**config.mk**
```make
export PLATFORM = sky130hd
export DESIGN_NAME = ac_ctrl_tag
export DESIGN_NICKNAME = d
export VERILOG_FILES = /design/src/verilog/ac_pkg.sv /design/src/verilog/ac_ctrl_tag.sv
export SDC_FILE = /design/constraint.sdc
export NUM_CORES = 1
export LEC_CHECK = 0
export ABC_AREA = 1
export BUFFER_PORTS_ARGS = -buffer_cell sky130_fd_sc_hd__buf_2
export CORE_ASPECT_RATIO = 1.5
export CORE_MARGIN = 2
export CORE_UTILIZATION = 55
export CTS_CLUSTER_SIZE = 24
export DETAILED_ROUTE_END_ITERATION = 7
export GPL_TIMING_DRIVEN = 0
export PLACE_DENSITY = 0.7
export SLEW_MARGIN = 10
export SYNTH_ARGS = -nofsm -noshare
export SYNTH_HDL_FRONTEND = slang
export SYNTH_SLANG_ARGS = --single-unit
```
**constraint.sdc**
```tcl
create_clock -name sys_clk -period 5.3 [get_ports sys_clk]
set_input_delay 1.59 -clock sys_clk [delete_from_list [all_inputs] [get_ports sys_clk]]
set_output_delay 1.59 -clock sys_clk [all_outputs]
set_load 0.02 [all_outputs]
```
**src/verilog/ac_pkg.sv**
```systemverilog
`default_nettype none
package ac_pkg;

    // ------------------------------------------------------------
    // register select codes
    // ------------------------------------------------------------
    localparam logic [1:0] SEL_CONTROL  = 2'h0;
    localparam logic [1:0] SEL_TAG      = 2'h1;
    localparam logic [1:0] SEL_POLARITY = 2'h2;

    // ------------------------------------------------------------
    // field positions
    // ------------------------------------------------------------
    localparam int CTL_VERSION_BIT = 31;
    localparam int CTL_RX_DMA_BIT  = 22;
    localparam int CTL_TX_DMA_BIT  = 21;
    localparam int CTL_FLUSH_HI    = 20;
    localparam int TAG_READY_BIT   = 31;
    localparam int TAG_RXV_HI      = 30;
    localparam int TAG_RXV_LO      = 19;
    localparam int TAG_TXV_HI      = 12;
    localparam int TAG_TXV_LO      = 3;
    localparam int POL_HI          = 12;
    localparam int POL_LO          = 3;

    // ------------------------------------------------------------
    // reset values
    // ------------------------------------------------------------
    localparam logic [31:0] CONTROL_RESET  = 32'h0000_0000;
    localparam logic [31:0] TAG_RESET      = 32'h0000_0000;
    localparam logic [15:0] POLARITY_RESET = 16'h0000;

    // ------------------------------------------------------------
    // frame layout
    // ------------------------------------------------------------
    localparam logic [3:0] LAST_SLOT     = 4'hc;
    localparam logic [4:0] TAG_SLOT_LAST = 5'hf;
    localparam logic [4:0] DATA_SLOT_LAST = 5'h13;
    localparam logic [3:0] SLOT_CMD      = 4'h1;
    localparam logic [3:0] SLOT_LEFT     = 4'h3;
    localparam logic [3:0] SLOT_RIGHT    = 4'h4;
    localparam int         SAMPLE_WIDTH  = 20;
    localparam int         PCM_DEPTH     = 32;

endpackage : ac_pkg
`default_nettype wire

```
**src/verilog/ac_ctrl_tag.sv**
```systemverilog
// Behaviour
// - control register is write-only, reset to zero, bits 30..23 unused.
// - control bit 31 selects version 2.0 when one, else 1.03.
// - bit 22 enables receive DMA while set.
// - bit 21 enables transmit DMA while set.
// - with any DMA enabled, left and right PCM share the left path, interleaved.
// - bits 20..17 flush command address, command data, status address, status data.
// - bits 16..7 flush the ten transmit FIFOs in listed order.
// - bits 6..0 flush the seven receive FIFOs in listed order.
// - tag register writes transmit tags, reads receive tags in 31..19 and written transmit flags in 12..3; 18..13 read zero.
// - tag bit 31 shows codec ready from the received tag.
// - tag bits 30..19 show received valid flags of slots 1..12.
// - polarity register is 16 bits read/write; 15..13 and 2..0 read zero.
// - polarity bit n one means slot n request active high, else low.
// - version 1.03 sends tag register valid bits for slots 3..12.
// - version 2.0 uses received slot requests as next frame valid flags.
// - frame valid clear only if all slot flags clear; slots 1,2 follow command FIFOs.
`timescale 1ns/1ps
`default_nettype none

// ----------------------------------------------------------------
// sample FIFO
// ----------------------------------------------------------------
module ac_fifo
    import ac_pkg::*;
#(
    parameter int WIDTH = SAMPLE_WIDTH,
    parameter int DEPTH = PCM_DEPTH
) (
    input  wire logic             sys_clk,
    input  wire logic             arst_n,
    input  wire logic             flush,
    input  wire logic             inValid,
    output logic                  inReady,
    input  wire logic [WIDTH-1:0] inData,
    output logic                  outValid,
    input  wire logic             outReady,
    output logic      [WIDTH-1:0] outData
);
    localparam int AW = $clog2(DEPTH);
    localparam int CW = AW + 1;

    typedef struct packed {
        logic [AW-1:0] wp;
        logic [AW-1:0] rp;
        logic [CW-1:0] count;
    } ac_fifo_t;

    ac_fifo_t         s;
    ac_fifo_t         next_s;
    logic [WIDTH-1:0] mem [DEPTH];
    logic             push;
    logic             pop;

    // handshakes straight from the occupancy count
    assign inReady  = (s.count != CW'(DEPTH));
    assign outValid = (s.count != '0);
    assign outData  = mem[s.rp];
    assign push     = inValid & inReady & ~flush;
    assign pop      = outValid & outReady & ~flush;

    // pointer update; flush wins over push and pop
    always_comb begin
        next_s = s;
        if (push) begin
            next_s.wp = s.wp + AW'(1);
        end
        if (pop) begin
            next_s.rp = s.rp + AW'(1);
        end
        next_s.count = s.count + CW'(push) - CW'(pop);
        if (flush) begin
            next_s = '0;
        end
    end

    always_ff @(posedge sys_clk or negedge arst_n) begin
        if (!arst_n) begin
            s <= '0;
        end else begin
            s <= next_s;
        end
    end

    // storage carries no reset, only the pointers matter
    always_ff @(posedge sys_clk) begin
        if (push) begin
            mem[s.wp] <= inData;
        end
    end
endmodule : ac_fifo

// ----------------------------------------------------------------
// control, tag and slot request logic
// ----------------------------------------------------------------
module ac_ctrl_tag
    import ac_pkg::*;
(
    input  wire logic        sys_clk,
    input  wire logic        arst_n,
    input  wire logic        regWr,
    input  wire logic        regRd,
    input  wire logic [1:0]  regSel,
    input  wire logic [31:0] regWdata,
    output logic      [31:0] regRdata,
    input  wire logic        pcmWrValid,
    output logic             pcmWrReady,
    input  wire logic [19:0] pcmWrData,
    input  wire logic        cmdAddrPending,
    input  wire logic        cmdDataPending,
    input  wire logic        bitClk,
    input  wire logic        sdataIn,
    output logic             sdataOut,
    output logic             syncOut,
    output logic             version20,
    output logic             rxDmaEnable,
    output logic             txDmaEnable,
    output logic             pcmInterleave,
    output logic      [20:0] flushPulse
);
    typedef struct packed {
        logic        version20;
        logic        rxDma;
        logic        txDma;
        logic [20:0] flush;
        logic [9:0]  txValid;
        logic [9:0]  pol;
        logic        ready;
        logic [11:0] rxValid;
        logic [9:0]  slot_request_capture;
        logic [31:0] rdata;
        logic [1:0]  clkSync;
        logic        clkPrev;
        logic [1:0]  dinSync;
        logic [3:0]  txSlot;
        logic [4:0]  txBit;
        logic [19:0] txShift;
        logic        dout;
        logic        sync;
        logic [3:0]  rxSlot;
        logic [4:0]  rxBit;
        logic [19:0] rxShift;
    } ac_state_t;

    ac_state_t   s;
    ac_state_t   next_s;
    logic        rise;
    logic        fall;
    logic        popFifo;
    logic        fifoValid;
    logic [19:0] fifoData;
    logic [19:0] word;
    logic [19:0] rxWord;
    logic [9:0]  slotValid;
    logic [15:0] tagOut;

    // last bit index of a slot: tag slot is 16 bits, data slots 20
    function automatic logic [4:0] slotLast(input logic [3:0] slot);
        slotLast = (slot == 4'h0) ? TAG_SLOT_LAST : DATA_SLOT_LAST;
    endfunction : slotLast

    // ------------------------------------------------------------
    // outputs
    // ------------------------------------------------------------
    assign regRdata      = s.rdata;
    assign sdataOut      = s.dout;
    assign syncOut       = s.sync;
    assign version20     = s.version20;
    assign rxDmaEnable   = s.rxDma;
    assign txDmaEnable   = s.txDma;
    assign pcmInterleave = s.rxDma | s.txDma;
    assign flushPulse    = s.flush;

    // link clock edges seen only after the two-stage synchroniser
    assign rise = s.clkSync[1] & ~s.clkPrev;
    assign fall = ~s.clkSync[1] & s.clkPrev;

    // slot flag source depends on protocol version; requests of one frame feed the next tag
    assign slotValid = s.version20 ? s.slot_request_capture : s.txValid;
    assign tagOut    = {|{cmdAddrPending, cmdDataPending, slotValid},
                        cmdAddrPending, cmdDataPending, slotValid, 3'h0};
    assign rxWord    = {s.rxShift[18:0], s.dinSync[1]};

    // pcm samples: both slots drain one FIFO when interleaved
    ac_fifo #(
        .WIDTH (SAMPLE_WIDTH),
        .DEPTH (PCM_DEPTH)
    ) u_pcm_fifo (
        .sys_clk  (sys_clk),
        .arst_n   (arst_n),
        .flush    (s.flush[16] | s.flush[15]),
        .inValid  (pcmWrValid),
        .inReady  (pcmWrReady),
        .inData   (pcmWrData),
        .outValid (fifoValid),
        .outReady (popFifo),
        .outData  (fifoData)
    );

    // ------------------------------------------------------------
    // next state
    // ------------------------------------------------------------
    always_comb begin
        next_s          = s;
        popFifo         = 1'b0;
        word            = '0;
        next_s.clkSync  = {s.clkSync[0], bitClk};
        next_s.clkPrev  = s.clkSync[1];
        next_s.dinSync  = {s.dinSync[0], sdataIn};
        next_s.flush    = '0;
        next_s.rdata    = '0;
        // register writes
        if (regWr) begin
            case (regSel)
                SEL_CONTROL: begin
                    next_s.version20 = regWdata[CTL_VERSION_BIT];
                    next_s.rxDma     = regWdata[CTL_RX_DMA_BIT];
                    next_s.txDma     = regWdata[CTL_TX_DMA_BIT];
                    next_s.flush     = regWdata[CTL_FLUSH_HI:0];
                end
                SEL_TAG:      next_s.txValid = regWdata[TAG_TXV_HI:TAG_TXV_LO];
                SEL_POLARITY: next_s.pol = regWdata[POL_HI:POL_LO];
                default: ;
            endcase
        end
        // register reads; control reads back as zero
        if (regRd) begin
            case (regSel)
                SEL_TAG: next_s.rdata = {s.ready, s.rxValid, 6'h0,
                                         s.txValid, 3'h0};
                SEL_POLARITY: next_s.rdata = {19'h0, s.pol, 3'h0};
                default: next_s.rdata = '0;
            endcase
        end
        // transmit side, launched on link clock rising edges
        if (rise) begin
            if (s.txBit == 5'h0) begin
                case (s.txSlot)
                    4'h0: word = {tagOut, 4'h0};
                    SLOT_LEFT: begin
                        popFifo = fifoValid;
                        word    = fifoValid ? fifoData : '0;
                    end
                    SLOT_RIGHT: begin
                        popFifo = fifoValid & (s.rxDma | s.txDma);
                        word    = popFifo ? fifoData : '0;
                    end
                    default: word = '0;
                endcase
                next_s.dout    = word[19];
                next_s.txShift = {word[18:0], 1'b0};
            end else begin
                next_s.dout    = s.txShift[19];
                next_s.txShift = {s.txShift[18:0], 1'b0};
            end
            next_s.sync = (s.txSlot == 4'h0);
            if (s.txBit == slotLast(s.txSlot)) begin
                next_s.txBit  = '0;
                next_s.txSlot = (s.txSlot == LAST_SLOT) ? '0 : s.txSlot + 4'h1;
            end else begin
                next_s.txBit = s.txBit + 5'h1;
            end
        end
        // receive side, sampled on link clock falling edges
        if (fall) begin
            next_s.rxShift = rxWord;
            if (s.rxBit == slotLast(s.rxSlot)) begin
                next_s.rxBit  = '0;
                next_s.rxSlot = (s.rxSlot == LAST_SLOT) ? '0 : s.rxSlot + 4'h1;
                if (s.rxSlot == 4'h0) begin
                    next_s.ready   = rxWord[15];
                    next_s.rxValid = rxWord[14:3];
                end
                if (s.rxSlot == SLOT_CMD && s.version20) begin
                    for (int j = 0; j < 10; j++) begin
                        next_s.slot_request_capture[j] = ~(rxWord[2+j] ^ s.pol[9-j]);
                    end
                end
            end else begin
                next_s.rxBit = s.rxBit + 5'h1;
            end
        end
    end

    // state register; only a hardware reset clears it
    always_ff @(posedge sys_clk or negedge arst_n) begin
        if (!arst_n) begin
            s <= '0;
        end else begin
            s <= next_s;
        end
    end
endmodule : ac_ctrl_tag
`default_nettype wire

```
======== Word-level counts from Yosys, hierarchy flattened ========
Memory sizes are Yosys's and may differ from the RTL's.
Index checks and enable logic that the tools add are counted.
word-level totals
  latch bits .............................. 0
  input bits .............................. 63
  output and inout port bits .............. 60
  memory bits (read-only) ................. 0
  flip-flop bits (word level) ............. 175
  memory bits (writable) .................. 640
  logic and storage cells ................. 116
  memories ................................ 1
operators by class
  multipliers ............................. 0
  mux-type cells .......................... 25
  reduce and logical (&&, ||, !) cells .... 16
  equality and inequality tests ........... 10
  order comparisons ....................... 0
  shifts and indexed selects .............. 0
  bitwise gates (word level) .............. 32
  $add $sub $neg .......................... 8
  divide/modulo/power cells ............... 0
memories
  name            depth  bits a word  rd ports  clocked after Yosys merged registers in  wr ports  line               source
  u_pcm_fifo.mem  32     20           1         0                                        1         ac_ctrl_tag.sv:51  logic [WIDTH-1:0] mem [DEPTH];
operator list
  kind                                                           count
  32-bit case mux with 2 select lines                            1
  20-bit case mux with 3 select lines                            1
  21-bit 2-to-1 mux                                              2
  41-bit 2-to-1 mux                                              1
  20-bit 2-to-1 mux                                              2
  32-bit 2-to-1 mux                                              1
  10-bit 2-to-1 mux                                              3
  5-bit 2-to-1 mux                                               6
  5-bit by 1-bit adder with 5-bit output, second input constant  4
  16-bit 2-to-1 mux                                              1
  1-bit inverter                                                 13
  12-bit OR reduction                                            1
  5-bit equality test                                            2
  2-bit AND reduction                                            5
  1-bit XOR                                                      10
  4-bit by 1-bit adder with 4-bit output, second input constant  2
  4-bit equality test, second input constant                     2
  4-bit zero test                                                2
  4-bit 2-to-1 mux                                               2
  1-bit AND                                                      7
  6-bit by 1-bit adder with 6-bit output                         1
  6-bit != test, second input constant                           1
  3-bit AND reduction                                            2
  6-bit nonzero test                                             1
  other kinds (13)                                               18

======== Longest topological paths before layout ========
  depth after elaboration ................. 9
  gate-level depth with buffers ........... 22
  gate-level depth less buffers ........... 22

======== Modules after synthesis ========
Synthesis repeated with hierarchy kept, for this count alone.
second synthesis, totals
  cells, all modules ...................... 3386
  area, all modules ....................... 34862.2 µm²
modules (own cells, without submodules)
  module       area each (µm²)  sequential area each (µm²)  times used  cells an instance
  ac_fifo      28005.6          19618.8                     1           2622
  ac_ctrl_tag  6856.6           3728.6                      1           764

======== Least setup slack after synthesis ========
Ideal clock, no wire load.
  path kind ............................... input -> register
  start point ............................. input port pcmWrValid
  end point ............................... memory u_pcm_fifo.mem[0][0] (netlist name), enable pin
  data required time ...................... 4.903 ns
  buffers on the path ..................... 0
  slack ................................... 1.826 ns
  data arrival time ....................... 3.078 ns
  setup time .............................. 0.397 ns
  stages .................................. 4
  cell sequence ........................... nand2_1 nor2_1 nand2_1 nor2_1
on the way
  word-level cells in the longest chain between the ends .. 4
RTL lines
  what                                    line                source
  start, declared                         ac_ctrl_tag.sv:106  input wire logic pcmWrValid,
  1-bit AND (2 in a row)                  ac_ctrl_tag.sv:59   assign push = inValid & inReady & ~flush;
  1-bit 2-to-1 mux                        ac_ctrl_tag.sv:87   if (push) begin
  1-bit 2-to-1 mux (not written as such)  ac_ctrl_tag.sv:88   mem[s.wp] <= inData;
  end, declared                           ac_ctrl_tag.sv:51
Every way passes these cells.

======== Worst setup path in the final report ========
  start point ............................. input port pcmWrValid
  end point ............................... memory u_pcm_fifo.mem[24][17] (netlist name), enable pin
Same word-level chain as after synthesis.

==> flow_summary.ini <==
[yosys]
ys_seq_area_frac = 0.6855
netlist_instances = 3164
ys_warn_count = 0
netlist_area_um2 = 34060
synth_cell_type_count = 40
synth_area_per_cell_um2 = 10.76
synth-seq-cells = 805

[final_layout]
finalNetCount = 3453
final_layout_size_suffix_gt1_frac = 0.1278
layoutNonFillerInstCount = 4212
layout.cells.most_common = nand2_1
syn2layout_area_growth_pct = 12.74
fillCellCount = 4704
layout_common_cells = nand2_1 (798), edfxtp_1 (640), nor2_1 (302), nand3_1 (302), inv_1 (278)
post-route-util = 0.6269

[worst_setup_path]
critPathMaxStageDelay_ps = 980
setup.reg_to_reg.worst_slack_ps = 1790
critical_path.reg2reg.startpoint = s[57]
cp_data_arrival_time_ps = 3860
critical_path.max_fanout = 20
cp_common_cell = nand2_1
critical_path_class = input port to flop
required_time_worst_endpoint_ps = 5550
startpoint = pcmWrValid
timing.critical_path.cells = buf_2, nand2_1, nor2_1, nand2_1, nor2_4
crit_path_end_kind = flop
timing.critical_path.slowest_stage_cell = nor2_4
start_kind = input port

[sta]
maxSlewHeadroom = 0.3057
setup_violations = 0
final_hold_viol_count = 0
max_freq_ghz = 0.2770
worst_pin_slew_ps = 1039
fin_crit_ps = 3610
rsz_0062_raised_after_global_routing = false
min_period_over_period = 0.6811
slew_viol_final = 0
final.setup.tns_ps = 0
fin_skew_ps = 17.70

[clocking]
cts_hold_buf = 0
clock_sinks = 805
worstSkewPairLatency_ps = 640
htreeDepth = 3
root_buffer = clkbuf_16
clockBufferDepth = 3
postCtsResizedCells = 0
worst_setup_hold_path_clk_slew_ps = 60
tritoncts = built
post_cts.repair.setup_buffers = 0
numCtsBuffers = 73

[place]
dp_hpwl_mm = 71.03
gp_congestion = 1.041
numPlacedInstances = 4080
portBuffers = 105

[routing]
route.detailed.drc = 0
drt_first_pass_iters = 5
routed-via-count = 24170
drt-initial-drc-count = 2394
post_route_ant_nets = 0
sum_of_routed_wire_length_over_all_layers_mm = 102.6
vias_per_cell = 5.739
wire_per_inst_um = 24.35

[grt]
wire_length_of_the_first_global_routing_pass_mm = 149.3
grt.total_usage = 0.3202
vias_in_the_first_global_route = 24110
grt_remaining_overflow = 0
antenna_found_initial = 1
largest_net_degree_at_the_start_of_global_routing = 115

[min_path]
worstHoldStart = next_s[64]
timing.hold.worst.class = flop to flop

[floorplanning]
io_pins = 123
chipWidth_um = 207.2
core_area_um2 = 61250
floorplan.initialDensity = 0.5561
die-height_um = 308.8
placement_rows = 111
fp.dieArea_um2 = 63970

[power_and_ir_drop]
pwr_density_cell_nw_per_um2 = 369.7
total_power_mw = 14.19
leakagePower_nw = 15.62
irDropWorstVdd_mv = 0.3191

[run]
max_cap_viols = 0

[run_status]
outcome = finished, final reports clean
## worst max-delay path, delay by kind of cell
family	cells	cell delay [ps]
and+or+nand+nor	4	2150
buffers and inverters	1	80
## layer usage
| metal | vias up | share of wire | routed length, um | GRT usage |
|---|---|---|---|---|
| met5 | - | 0.00013 | 13 | 0 |
| met4 | 2 | 0.085 | 8723 | 0.2478 |
| met3 | 358 | 0.074 | 7547 | 0.04447 |
| met2 | 1301 | 0.51 | 52410 | 0.5682 |
| met1 | 11610 | 0.33 | 33880 | 0.3470 |
| li1 | 10900 | - | - | - |
## registers in the layout, summed over array words and instances (netlist names), 3 cells and up
register,count
u_pcm_fifo.s,16
rxWord,16
regRdata,23
next_s,3
flushPulse,21
u_pcm_fifo.mem,640
s,81
## cells in the mapped netlist, drive strengths merged
cell type    n  share of area
clkinv       3        0.00033
inv        282          0.031
buf        161          0.032
nor3         9         0.0013
nand3      303          0.045
or2          7         0.0013
xor2        16         0.0041
xnor2        1        0.00026
a22o         1        0.00026
nor3b        2        0.00059
o211ai      29         0.0065
conb         1        0.00011
o22ai       15         0.0028
nand4        7         0.0013
nor2       337          0.038
fa           1        0.00059
ha          25         0.0092
edfxtp     640           0.56
dfrtp      165           0.12
o31ai        1        0.00022
clkbuf      50         0.0055
o21ai      209          0.031
nand2      799          0.088
a21oi       96          0.014
mux2         2        0.00066
and3         1        0.00018
a31oi        1        0.00018
## where the power goes
group	leakage (nW)	switching, mW	internal (mW)	total (mW)
sequential	7.91	0.229	7.25	7.48
combinational	6.54	1.00	0.392	1.39
clock	1.17	2.33	2.99	5.32
## metrics by stage
stage / hold slack (ps) / worst slack [ps] / area [um^2]
floorplan: 331.2 / 1826 / 34090
global placement: 333.5 / 243.0 / 35600
detailed placement: 334.7 / 1083 / 36020
CTS: 349.7 / 1745 / 38390
global route: 356.1 / 1458 / 38390
finish: 348.2 / 1690 / 38400
## final cells by class
cell class | instances | area, um^2 | share of cell area
clock inverter | 30 | 251.5 | 0.006550
buffer | 211 | 1286 | 0.03350
clock buffer | 101 | 2118 | 0.05517
sequential | 805 | 23350 | 0.6081
inverter | 285 | 1075 | 0.02799
tap | 791 | 989.7 | 0.02578
antenna | 1 | 2.502 | 0.00006517
timing repair buffer | 117 | 750.7 | 0.01955
multi-input combinational | 1871 | 8574 | 0.2233
## worst paths after layout
path	endpoint	cells past startpoint
max	u_pcm_fifo.mem[24][17]	5
min	next_s[62]	0
max reg2reg	u_pcm_fifo.s[4]	21
min reg2reg	next_s[62]	0
max in group asynchronous	u_pcm_fifo.s[11]	2
min in group asynchronous	regRdata[5]	1
## logic make-up (layout without fill, tap and decap cells)
| family | Yosys count | count (layout) | share of synthesized area |
|---|---|---|---|
| adder cells (fa/ha/maj) | 26 | 26 | 0.009772 |
| AND/OR/NAND/NOR | 1465 | 1465 | 0.1751 |
| multiplexers | 2 | 2 | 0.0006612 |
| XOR/XNOR | 17 | 17 | 0.004372 |
| flip-flops | 805 | 805 | 0.6855 |
| other | 1 | 10 | 0.0001101 |
| AO/OA/AOI/OAI | 352 | 352 | 0.05511 |
| buffers and inverters | 496 | 744 | 0.06932 |
(Power assumes the default switching activity.)
